===== src/common/cs0g_defines.svh =====
/*
 * Constants for the socket 0 signal gating block: register offsets,
 * field positions, reset values.
 * Assumes inclusion by bare name from design files.
 */
// Notes on behaviour
// [RL1] Enable bit 2 clear: io-write strobe floats.
// [RL2] Asleep: float if sleep bit0 0, else high.
// [RL3] Awake: copy host strobe if detect 00, select 0.
// [RL4] Host wait follows socket wait input.
// [RL5] Host io16 follows io16; level readable.
// [RL6] Ready/irq readable and an interrupt source.
// [RL7] Bvd2/speaker level readable in status.
// [RL8] Bvd1/status-change readable and interrupt source.
// [RL9] Both voltage-sense inputs readable in status.
// [RL10] Detect valid 0 when both detects low.
// [RL11] Power select driven on port A 3:0.
// [RL12] Card inputs synchronised before status logic.
`ifndef CS0G_DEFINES_SVH
`define CS0G_DEFINES_SVH

`define CS0G_ADDR_W 8
`define CS0G_OFF_CTRL 8'h00
`define CS0G_OFF_SLEEP 8'h04
`define CS0G_OFF_STATUS 8'h08
`define CS0G_OFF_IRQ_STAT 8'h0c
`define CS0G_OFF_IRQ_CLR 8'h10
`define CS0G_OFF_IRQ_EN 8'h14
`define CS0G_OFF_PORTA 8'h18
`define CS0G_OFF_SEL 8'h1c

`define CS0G_CTRL_EN_BIT 2
`define CS0G_SLEEP_DRIVE_BIT 0
`define CS0G_SEL_BIT 0
`define CS0G_SLEEP_MODE_BIT 1

`define CS0G_ST_IO16 0
`define CS0G_ST_READY 1
`define CS0G_ST_BVD2 2
`define CS0G_ST_BVD1 3
`define CS0G_ST_VS_LO 4
`define CS0G_ST_VS_HI 5
`define CS0G_ST_DETVAL 6
`define CS0G_ST_W 7

`define CS0G_IRQ_READY 0
`define CS0G_IRQ_BVD1 1
`define CS0G_IRQ_DETVAL 2
`define CS0G_IRQ_W 3

`define CS0G_CTRL_RST 32'h0000_0000
`define CS0G_SLEEP_RST 32'h0000_0000
`define CS0G_PORTA_RST 4'h0
`define CS0G_PWR_W 4
`define CS0G_RESP_OKAY 2'b00
`define CS0G_RESP_SLVERR 2'b10

`endif


===== src/common/cs0g_pkg.sv =====
/*
 * Types for the socket 0 signal gating block.
 * Assumes the defines header is compiled alongside.
 */
package cs0g_pkg;
    typedef enum logic [1:0] {
        CS0G_IDLE,
        CS0G_RESP
    } cs0g_bus_state_t;
endpackage


===== src/common/cs0g_sync_if.sv =====
/*
 * Bundle of raw card inputs and their synchronised copies.
 * Assumes a single core clock shared by both ends.
 */
`timescale 1ns/1ns
interface cs0g_sync_if;
    logic [6:0] raw;
    logic [6:0] synced;
    logic [6:0] changed;
    modport sync (input raw, output synced, output changed);
    modport user (output raw, input synced, input changed);
endinterface


===== src/hdl/cs0g_top.sv =====
/*
 * Socket 0 io-write gating and card input conditioning with an
 * AXI4-Lite register slave.
 * Assumes one 125 MHz clock; card pins asynchronous; the pad ring
 * resolves the io-write output from its enable.
 */
`timescale 1ns/1ns
`include "cs0g_defines.svh"
module cs0g_top (
    input wire logic core_clk,
    input wire logic reset_n,
    input wire logic [`CS0G_ADDR_W-1:0] s_axi_awaddr,
    input wire logic s_axi_awvalid,
    output logic s_axi_awready,
    input wire logic [31:0] s_axi_wdata,
    input wire logic [3:0] s_axi_wstrb,
    input wire logic s_axi_wvalid,
    output logic s_axi_wready,
    output logic [1:0] s_axi_bresp,
    output logic s_axi_bvalid,
    input wire logic s_axi_bready,
    input wire logic [`CS0G_ADDR_W-1:0] s_axi_araddr,
    input wire logic s_axi_arvalid,
    output logic s_axi_arready,
    output logic [31:0] s_axi_rdata,
    output logic [1:0] s_axi_rresp,
    output logic s_axi_rvalid,
    input wire logic s_axi_rready,
    input wire logic host_io_write_n,
    output logic sock0_io_write_n_o,
    output logic sock0_io_write_n_oe,
    input wire logic sock0_wait_in_n,
    output logic host_wait_n,
    input wire logic sock0_io16_in_n,
    output logic host_io16_n,
    input wire logic sock0_ready_irq,
    input wire logic sock0_bvd2_speaker,
    input wire logic sock0_bvd1_status_change,
    input wire logic [1:0] sock0_voltage_sense_n,
    input wire logic [1:0] sock0_card_detect_n,
    output logic [`CS0G_PWR_W-1:0] card_power_select,
    output logic irq
);
    cs0g_sync_if sif ();
    cs0g_pkg::cs0g_bus_state_t wr_state;
    cs0g_pkg::cs0g_bus_state_t next_wr_state;
    cs0g_pkg::cs0g_bus_state_t rd_state;
    cs0g_pkg::cs0g_bus_state_t next_rd_state;

    logic [31:0] card_iface_control;
    logic [31:0] next_card_iface_control;
    logic [31:0] card_sleep_state;
    logic [31:0] next_card_sleep_state;
    logic socket_select;
    logic next_socket_select;
    logic [`CS0G_PWR_W-1:0] next_power;
    logic [`CS0G_ADDR_W-1:0] aw_addr;
    logic [`CS0G_ADDR_W-1:0] next_aw_addr;
    logic aw_have;
    logic next_aw_have;
    logic [31:0] w_data;
    logic [31:0] next_w_data;
    logic [3:0] w_strb;
    logic [3:0] next_w_strb;
    logic w_have;
    logic next_w_have;
    logic [1:0] next_bresp;
    logic [31:0] next_rdata;
    logic [1:0] next_rresp;
    logic do_write;
    logic [31:0] merged;
    logic [`CS0G_ST_W-1:0] status_word;
    logic [`CS0G_IRQ_W-1:0] irq_status;
    logic [`CS0G_IRQ_W-1:0] irq_enable;
    logic [`CS0G_IRQ_W-1:0] irq_events;
    logic clr_we;
    logic en_we;
    logic next_iow_o;
    logic next_iow_oe;
    logic next_wait;
    logic next_io16;
    logic detect_valid;
    logic wait_s1;
    logic wait_s2;
    logic wait_s3;
    logic wait_held;
    logic next_wait_held;

    // [RL12] card inputs into the synchroniser
    assign sif.raw = {sock0_io16_in_n, sock0_ready_irq, sock0_bvd2_speaker,
                      sock0_bvd1_status_change, sock0_voltage_sense_n,
                      sock0_card_detect_n[0] & sock0_card_detect_n[1] ? 1'b1 :
                      (sock0_card_detect_n[0] | sock0_card_detect_n[1])};

    cs0g_sync u_sync (
        .core_clk(core_clk),
        .reset_n(reset_n),
        .bus(sif.sync)
    );

    // [RL10] valid is 0 only when both detects low
    assign detect_valid = sif.synced[0];
    // [RL5] [RL6] [RL7] [RL8] [RL9] status word
    assign status_word[`CS0G_ST_IO16] = sif.synced[6];
    assign status_word[`CS0G_ST_READY] = sif.synced[5];
    assign status_word[`CS0G_ST_BVD2] = sif.synced[4];
    assign status_word[`CS0G_ST_BVD1] = sif.synced[3];
    assign status_word[`CS0G_ST_VS_LO] = sif.synced[1];
    assign status_word[`CS0G_ST_VS_HI] = sif.synced[2];
    assign status_word[`CS0G_ST_DETVAL] = detect_valid;

    // [RL6] [RL8] [RL10] interrupt sources on any change
    assign irq_events[`CS0G_IRQ_READY] = sif.changed[5];
    assign irq_events[`CS0G_IRQ_BVD1] = sif.changed[3];
    assign irq_events[`CS0G_IRQ_DETVAL] = sif.changed[0];

    assign clr_we = do_write && aw_addr == `CS0G_OFF_IRQ_CLR;
    assign en_we = do_write && aw_addr == `CS0G_OFF_IRQ_EN;

    cs0g_irq u_irq (
        .core_clk(core_clk),
        .reset_n(reset_n),
        .event_pulse(irq_events),
        .clear_we(clr_we),
        .clear_bits(merged[`CS0G_IRQ_W-1:0]),
        .enable_we(en_we),
        .enable_bits(merged[`CS0G_IRQ_W-1:0]),
        .status(irq_status),
        .enable(irq_enable),
        .irq(irq)
    );

    // wait is a timing pin, not status: own three-stage path
    always_comb begin
        next_wait_held = (wait_s2 == wait_s3) ? wait_s3 : wait_held;
    end

    // io-write gating; card detect uses synced levels
    always_comb begin
        next_iow_o = 1'b1;
        next_iow_oe = 1'b0;
        if (card_iface_control[`CS0G_CTRL_EN_BIT]) begin
            if (card_sleep_state[`CS0G_SLEEP_MODE_BIT]) begin
                // [RL2] sleep float or high
                next_iow_oe = card_sleep_state[`CS0G_SLEEP_DRIVE_BIT];
            end else begin
                // [RL3] copy host strobe when seated
                next_iow_oe = 1'b1;
                if (!detect_valid && !socket_select) begin
                    next_iow_o = host_io_write_n;
                end
            end
        end
        // [RL1] disabled leaves output enable low
        // [RL4] host wait from socket wait
        next_wait = wait_held;
        // [RL5] host io16 from socket io16
        next_io16 = sif.synced[6];
    end

    // bus write: address and data in either order
    always_comb begin
        next_aw_addr = aw_addr;
        next_aw_have = aw_have;
        next_w_data = w_data;
        next_w_strb = w_strb;
        next_w_have = w_have;
        next_wr_state = wr_state;
        next_bresp = s_axi_bresp;
        do_write = 1'b0;
        if (s_axi_awvalid && s_axi_awready) begin
            next_aw_addr = s_axi_awaddr;
            next_aw_have = 1'b1;
        end
        if (s_axi_wvalid && s_axi_wready) begin
            next_w_data = s_axi_wdata;
            next_w_strb = s_axi_wstrb;
            next_w_have = 1'b1;
        end
        unique case (wr_state)
            cs0g_pkg::CS0G_IDLE: begin
                if (aw_have && w_have) begin
                    do_write = 1'b1;
                    next_aw_have = 1'b0;
                    next_w_have = 1'b0;
                    next_wr_state = cs0g_pkg::CS0G_RESP;
                    unique case (aw_addr)
                        `CS0G_OFF_CTRL, `CS0G_OFF_SLEEP, `CS0G_OFF_IRQ_CLR,
                        `CS0G_OFF_IRQ_EN, `CS0G_OFF_PORTA, `CS0G_OFF_SEL:
                            next_bresp = `CS0G_RESP_OKAY;
                        default: next_bresp = `CS0G_RESP_SLVERR;
                    endcase
                end
            end
            cs0g_pkg::CS0G_RESP: begin
                if (s_axi_bready) begin
                    next_wr_state = cs0g_pkg::CS0G_IDLE;
                end
            end
            default: next_wr_state = cs0g_pkg::CS0G_IDLE;
        endcase
    end

    genvar b;
    generate
        for (b = 0; b < 4; b++) begin : g_lane
            always_comb begin
                unique case (aw_addr)
                    `CS0G_OFF_CTRL: merged[b*8+:8] = w_strb[b] ? w_data[b*8+:8] :
                        card_iface_control[b*8+:8];
                    `CS0G_OFF_SLEEP: merged[b*8+:8] = w_strb[b] ? w_data[b*8+:8] :
                        card_sleep_state[b*8+:8];
                    default: merged[b*8+:8] = w_strb[b] ? w_data[b*8+:8] : 8'h00;
                endcase
            end
        end
    endgenerate

    always_comb begin
        next_card_iface_control = card_iface_control;
        next_card_sleep_state = card_sleep_state;
        next_socket_select = socket_select;
        next_power = card_power_select;
        if (do_write) begin
            unique case (aw_addr)
                `CS0G_OFF_CTRL: next_card_iface_control = merged;
                `CS0G_OFF_SLEEP: next_card_sleep_state = merged;
                `CS0G_OFF_SEL: next_socket_select = merged[`CS0G_SEL_BIT];
                // [RL11] power select on port A
                `CS0G_OFF_PORTA: next_power = merged[`CS0G_PWR_W-1:0];
                default: next_power = card_power_select;
            endcase
        end
    end

    // bus read
    always_comb begin
        next_rd_state = rd_state;
        next_rdata = s_axi_rdata;
        next_rresp = s_axi_rresp;
        unique case (rd_state)
            cs0g_pkg::CS0G_IDLE: begin
                if (s_axi_arvalid) begin
                    next_rd_state = cs0g_pkg::CS0G_RESP;
                    next_rresp = `CS0G_RESP_OKAY;
                    next_rdata = 32'h0000_0000;
                    unique case (s_axi_araddr)
                        `CS0G_OFF_CTRL: next_rdata = card_iface_control;
                        `CS0G_OFF_SLEEP: next_rdata = card_sleep_state;
                        `CS0G_OFF_STATUS: next_rdata[`CS0G_ST_W-1:0] = status_word;
                        `CS0G_OFF_IRQ_STAT: next_rdata[`CS0G_IRQ_W-1:0] = irq_status;
                        `CS0G_OFF_IRQ_CLR: next_rdata = 32'h0000_0000;
                        `CS0G_OFF_IRQ_EN: next_rdata[`CS0G_IRQ_W-1:0] = irq_enable;
                        `CS0G_OFF_PORTA: next_rdata[`CS0G_PWR_W-1:0] = card_power_select;
                        `CS0G_OFF_SEL: next_rdata[`CS0G_SEL_BIT] = socket_select;
                        default: next_rresp = `CS0G_RESP_SLVERR;
                    endcase
                end
            end
            cs0g_pkg::CS0G_RESP: begin
                if (s_axi_rready) begin
                    next_rd_state = cs0g_pkg::CS0G_IDLE;
                end
            end
            default: next_rd_state = cs0g_pkg::CS0G_IDLE;
        endcase
    end

    always_ff @(posedge core_clk or negedge reset_n) begin
        if (!reset_n) begin
            wr_state <= cs0g_pkg::CS0G_IDLE;
            rd_state <= cs0g_pkg::CS0G_IDLE;
            aw_addr <= '0;
            aw_have <= 1'b0;
            w_data <= 32'h0000_0000;
            w_strb <= 4'h0;
            w_have <= 1'b0;
            s_axi_awready <= 1'b0;
            s_axi_wready <= 1'b0;
            s_axi_bvalid <= 1'b0;
            s_axi_bresp <= `CS0G_RESP_OKAY;
            s_axi_arready <= 1'b0;
            s_axi_rvalid <= 1'b0;
            s_axi_rresp <= `CS0G_RESP_OKAY;
            s_axi_rdata <= 32'h0000_0000;
            card_iface_control <= `CS0G_CTRL_RST;
            card_sleep_state <= `CS0G_SLEEP_RST;
            socket_select <= 1'b0;
            card_power_select <= `CS0G_PORTA_RST;
            sock0_io_write_n_o <= 1'b1;
            sock0_io_write_n_oe <= 1'b0;
            host_wait_n <= 1'b1;
            host_io16_n <= 1'b1;
            wait_s1 <= 1'b1;
            wait_s2 <= 1'b1;
            wait_s3 <= 1'b1;
            wait_held <= 1'b1;
        end else begin
            wr_state <= next_wr_state;
            rd_state <= next_rd_state;
            aw_addr <= next_aw_addr;
            aw_have <= next_aw_have;
            w_data <= next_w_data;
            w_strb <= next_w_strb;
            w_have <= next_w_have;
            // one write in flight: hold off while a slot is full
            s_axi_awready <= !next_aw_have && !s_axi_awready && next_wr_state == cs0g_pkg::CS0G_IDLE;
            s_axi_wready <= !next_w_have && !s_axi_wready && next_wr_state == cs0g_pkg::CS0G_IDLE;
            s_axi_bvalid <= next_wr_state == cs0g_pkg::CS0G_RESP;
            s_axi_bresp <= next_bresp;
            s_axi_arready <= rd_state == cs0g_pkg::CS0G_IDLE && s_axi_arvalid;
            s_axi_rvalid <= next_rd_state == cs0g_pkg::CS0G_RESP;
            s_axi_rresp <= next_rresp;
            s_axi_rdata <= next_rdata;
            card_iface_control <= next_card_iface_control;
            card_sleep_state <= next_card_sleep_state;
            socket_select <= next_socket_select;
            card_power_select <= next_power;
            sock0_io_write_n_o <= next_iow_o;
            sock0_io_write_n_oe <= next_iow_oe;
            host_wait_n <= next_wait;
            host_io16_n <= next_io16;
            wait_s1 <= sock0_wait_in_n;
            wait_s2 <= wait_s1;
            wait_s3 <= wait_s2;
            wait_held <= next_wait_held;
        end
    end
endmodule


===== src/hdl/cs0g_sync.sv =====
/*
 * Three-stage synchroniser per card input; a change counts once
 * stages two and three agree.
 * Assumes inputs are asynchronous to core_clk.
 */
`timescale 1ns/1ns
`include "cs0g_defines.svh"
module cs0g_sync (
    input wire logic core_clk,
    input wire logic reset_n,
    cs0g_sync_if.sync bus
);
    logic [6:0] s1;
    logic [6:0] s2;
    logic [6:0] s3;
    logic [6:0] held;
    logic [6:0] next_held;
    logic [6:0] chg;
    logic [6:0] next_chg;

    genvar i;
    generate
        for (i = 0; i < 7; i++) begin : g_bit
            // stage one is read by stage two alone
            always_comb begin
                next_held[i] = (s2[i] == s3[i]) ? s3[i] : held[i];
                next_chg[i] = (s2[i] == s3[i]) && (s3[i] != held[i]);
            end
        end
    endgenerate

    // [RL12] three-stage sync
    // reset to the idle-high pin level: no false edge after reset
    always_ff @(posedge core_clk or negedge reset_n) begin
        if (!reset_n) begin
            s1 <= 7'h7f;
            s2 <= 7'h7f;
            s3 <= 7'h7f;
            held <= 7'h7f;
            chg <= 7'h00;
        end else begin
            s1 <= bus.raw;
            s2 <= s1;
            s3 <= s2;
            held <= next_held;
            chg <= next_chg;
        end
    end

    assign bus.synced = held;
    assign bus.changed = chg;
endmodule


===== src/hdl/cs0g_irq.sv =====
/*
 * Sticky interrupt status, enable and write-one-to-clear.
 * Assumes event pulses and clear strobes on core_clk.
 */
`timescale 1ns/1ns
`include "cs0g_defines.svh"
module cs0g_irq (
    input wire logic core_clk,
    input wire logic reset_n,
    input wire logic [`CS0G_IRQ_W-1:0] event_pulse,
    input wire logic clear_we,
    input wire logic [`CS0G_IRQ_W-1:0] clear_bits,
    input wire logic enable_we,
    input wire logic [`CS0G_IRQ_W-1:0] enable_bits,
    output logic [`CS0G_IRQ_W-1:0] status,
    output logic [`CS0G_IRQ_W-1:0] enable,
    output logic irq
);
    logic [`CS0G_IRQ_W-1:0] next_status;
    logic [`CS0G_IRQ_W-1:0] next_enable;
    logic next_irq;

    always_comb begin
        // set beats a clear arriving the same cycle
        next_status = (status & ~(clear_we ? clear_bits : '0)) | event_pulse;
        next_enable = enable_we ? enable_bits : enable;
        next_irq = |(next_status & next_enable);
    end

    always_ff @(posedge core_clk or negedge reset_n) begin
        if (!reset_n) begin
            status <= '0;
            enable <= '0;
            irq <= 1'b0;
        end else begin
            status <= next_status;
            enable <= next_enable;
            irq <= next_irq;
        end
    end
endmodule


===== config.mk =====
export PLATFORM = sky130hd
export DESIGN_NAME = cs0g_top
export DESIGN_NICKNAME = d
export VERILOG_FILES = /design/src/common/cs0g_pkg.sv /design/src/common/cs0g_sync_if.sv /design/src/hdl/cs0g_top.sv /design/src/hdl/cs0g_sync.sv /design/src/hdl/cs0g_irq.sv
export VERILOG_INCLUDE_DIRS = /design/src /design/src/common
export SDC_FILE = /design/constraint.sdc
export NUM_CORES = 1
export LEC_CHECK = 0
export BUFFER_PORTS_ARGS = -buffer_cell sky130_fd_sc_hd__buf_2
export CORE_MARGIN = 10
export CORE_UTILIZATION = 26
export DETAILED_ROUTE_END_ITERATION = 16
export MAX_ROUTING_LAYER = met4
export SYNTH_ARGS = -nofsm -noshare
export SYNTH_HDL_FRONTEND = slang
export SYNTH_SLANG_ARGS = --single-unit

===== constraint.sdc =====
create_clock -name core_clk -period 4.4 [get_ports core_clk]
set_input_delay 0.66 -clock core_clk [delete_from_list [all_inputs] [get_ports core_clk]]
set_output_delay 0.66 -clock core_clk [all_outputs]
set_load 0.05 [all_outputs]

==> flow_summary.yaml <==
run_status:
  outcome: "completed"
final_layout:
  layoutNonFillerInstCount: 1160
  layout_common_cells: "169 x dfrtp_1, 115 x buf_2, 101 x mux2_2, 56 x nor2_1, 50 x nand2_1"
  drive_above_1_share: 0.408
  multi_input_area_sq_mm: 0.00275
  nFillCells: 3122
  final_common_cell: "dfrtp_1"
  seqCellArea_sq_mm: 0.00515
  area_growth_pct: 22.4
  nets: 814
  final_core_util: 0.322
worst_setup_path:
  r2r_setup_slack_ns: 1.81
  arrival_ns: 2.97
  critPathMaxFanout: 8
  start_kind: "flip-flop"
  endpoint_kind: "flip-flop"
  critPathKind: "reg -> reg"
  cp.required_ns: 4.78
  r2r_cells: 5
power:
  vdd_drop_max_mv: 0.369
  power_density_mw_per_mm2: 559
  p_leak_nw: 4.44
timing:
  finalHoldViolCount: 0
  layout_min_cycle_time_ns: 2.59
  hold_ws_ns: 0.251
  setup_viol: 0
  rsz0062_at_grt: "false"
  fmax_mhz: 386
  tns_ns: 0
  relSlewSlack: 0.311
  finClkSkew_ns: 0.0142
  maxSlewViolCount: 0
  fin_crit_sh: 0.589
  worstMarginPinSlew_ns: 1.03
cts:
  insertion_delay_ns: 0.51
  clkTransAtPathRegs_ns: 0.06
  cts_resized: 0
  htree_levels: 1
  cts_hold_buf: 0
  cts-root-buf: "clkbuf_16"
  tritoncts: "built"
  clock_path_buffers: 3
  numCtsBuffers: 24
  cts.sinks: 204
  cts_setup_buffers: 0
grt:
  grt-ovfl-total: 0
  antenna_found_initial: 2
  grt_max_degree: 120
  grt_pass1_vias: 5598
  track_usage: 0.107
  grt_pass1_wl_mm: 32.2
floorplan:
  ios: 119
  fp.dieArea_sq_mm: 0.0384
  dieHeight_microns: 196
  die_width_microns: 196
  rows: 64
  initial_core_util: 0.263
  core_area_sq_mm: 0.0306
routing:
  ant_nets: 0
  num_vias: 5219
  drtPass1Iterations: 4
  viasPerCell: 4.50
  wl_mm: 20.1
  drt_iter0_markers: 290
  post_drt_wl_per_cell_microns: 17.3
  drc: 0
placement:
  gp_congestion: 0.823
  io_buffer_count: 116
  dpl.hpwl_mm: 14.1
  place_inst: 1115
logic_synthesis:
  synth_cell_types: 45
  synth.cell_area_sq_mm: 0.00805
  synth_edf_count: 0
  synth-main-ff-cell: "dfrtp_1"
  syn_area_per_cell_sq_um: 12.9
  ys_seq_elements: 204
  postSynthCellCount: 622
  async_reset_ff_frac: 1.00
  yosysWarnings: 0
  seq_area_frac_synth: 0.640
run:
  drv_cap: 0
worst_hold_path:
  hp-class: "in -> reg"
  hold_depth: 1
-- worst max-delay path: stages (launching register included) --
cell and delay (ns):
dfrtp_1 0.46, nor2_1 0.22, nand3_1 0.19, nor3_1 0.71, nand2_1 0.48, mux2_2 0.40
-- synthesized netlist by cell type (all sizes together), types with 9 or more instances --
library cell	instances	area, sq um
a21oi	41	205
a22oi	28	210
buf	9	53.8
clkbuf	19	101
dfrtp	169	4230
dfstp	35	920
mux2	101	1140
mux2i	13	130
nand2	51	191
nor2	57	214
nor3	9	66.3
o21ai	25	125
-- layout make-up --
type | count | area share
sequential | 204 | 0.523
multi-input combinational | 387 | 0.279
clock buffer | 36 | 0.0728
timing repair buffer | 122 | 0.0657
tap | 396 | 0.0503
clock inverter | 8 | 0.00673
inverter | 6 | 0.00229
antenna | 1 | 0.000254
-- sequential cells by signal, indices dropped and copies added, names as in the netlist, 2 cells and up --
| signal | flops |
|---|---|
| aw_addr | 8 |
| card_iface_control | 32 |
| card_power_select | 4 |
| card_sleep_state | 32 |
| rd_state | 2 |
| s_axi_rdata | 32 |
| u_irq.enable | 3 |
| u_irq.status | 3 |
| u_sync.bus.changed | 3 |
| u_sync.bus.synced | 7 |
| u_sync.s1 | 7 |
| u_sync.s2 | 7 |
| u_sync.s3 | 7 |
| w_data | 32 |
| w_strb | 4 |
| wr_state | 2 |
-- final timing paths --
kind | start | endpoint
max reg2reg | aw_addr[3]$_DFFE_PN0P_ | card_iface_control[27]$_DFFE_PN0P_
max | aw_addr[3]$_DFFE_PN0P_ | card_iface_control[27]$_DFFE_PN0P_
max in group asynchronous | reset_n | wait_s3$_DFF_PN1_
min in group asynchronous | reset_n | u_irq.status[1]$_DFF_PN0_
min | sock0_io16_in_n | u_sync.s1[6]$_DFF_PN1_
min reg2reg | u_sync.s1[3]$_DFF_PN1_ | u_sync.s2[3]$_DFF_PN1_
-- kinds of logic after synthesis --
logic type               after synthesis  synth area share
other                                  1          0.000466
adder cells (fa/ha/maj)                5           0.00622
AND/OR/NAND/NOR                      152            0.0882
buffers and inverters                 34            0.0221
multiplexers                         114             0.158
AO/OA/AOI/OAI                        112            0.0857
flip-flops                           204             0.640
-- metrics by stage --
| step | setup slack [ns] | power, mW | cell area, sq um |
|---|---|---|---|
| after floorplan | 2.09 | 3.27 | 8060 |
| after global placement | 1.66 | 3.60 | 9060 |
| after detailed placement | 1.58 | 3.62 | 9060 |
| after CTS | 1.70 | 5.59 | 9840 |
| after global routing | 1.54 | 5.82 | 9850 |
| final | 1.81 | 5.51 | 9850 |
-- layer usage --
metal,wire length (microns),up-vias,part of all wire,GRT usage
met5,0,-,0,-
met4,425,0,0.021,0.0331
met3,923,25,0.046,0.0196
met2,9290,127,0.46,0.167
met1,9450,2618,0.47,0.138
li1,-,2449,-,-
-- report_power, final --
group | total [mW] | internal [mW] | switching (mW)
combinational | 1.01 | 0.414 | 0.591
clock | 1.93 | 1.18 | 0.755
sequential | 2.57 | 2.26 | 0.311
total | 5.51 | 3.85 | 1.66
Note: power is estimated with default switching activity, not from simulation.
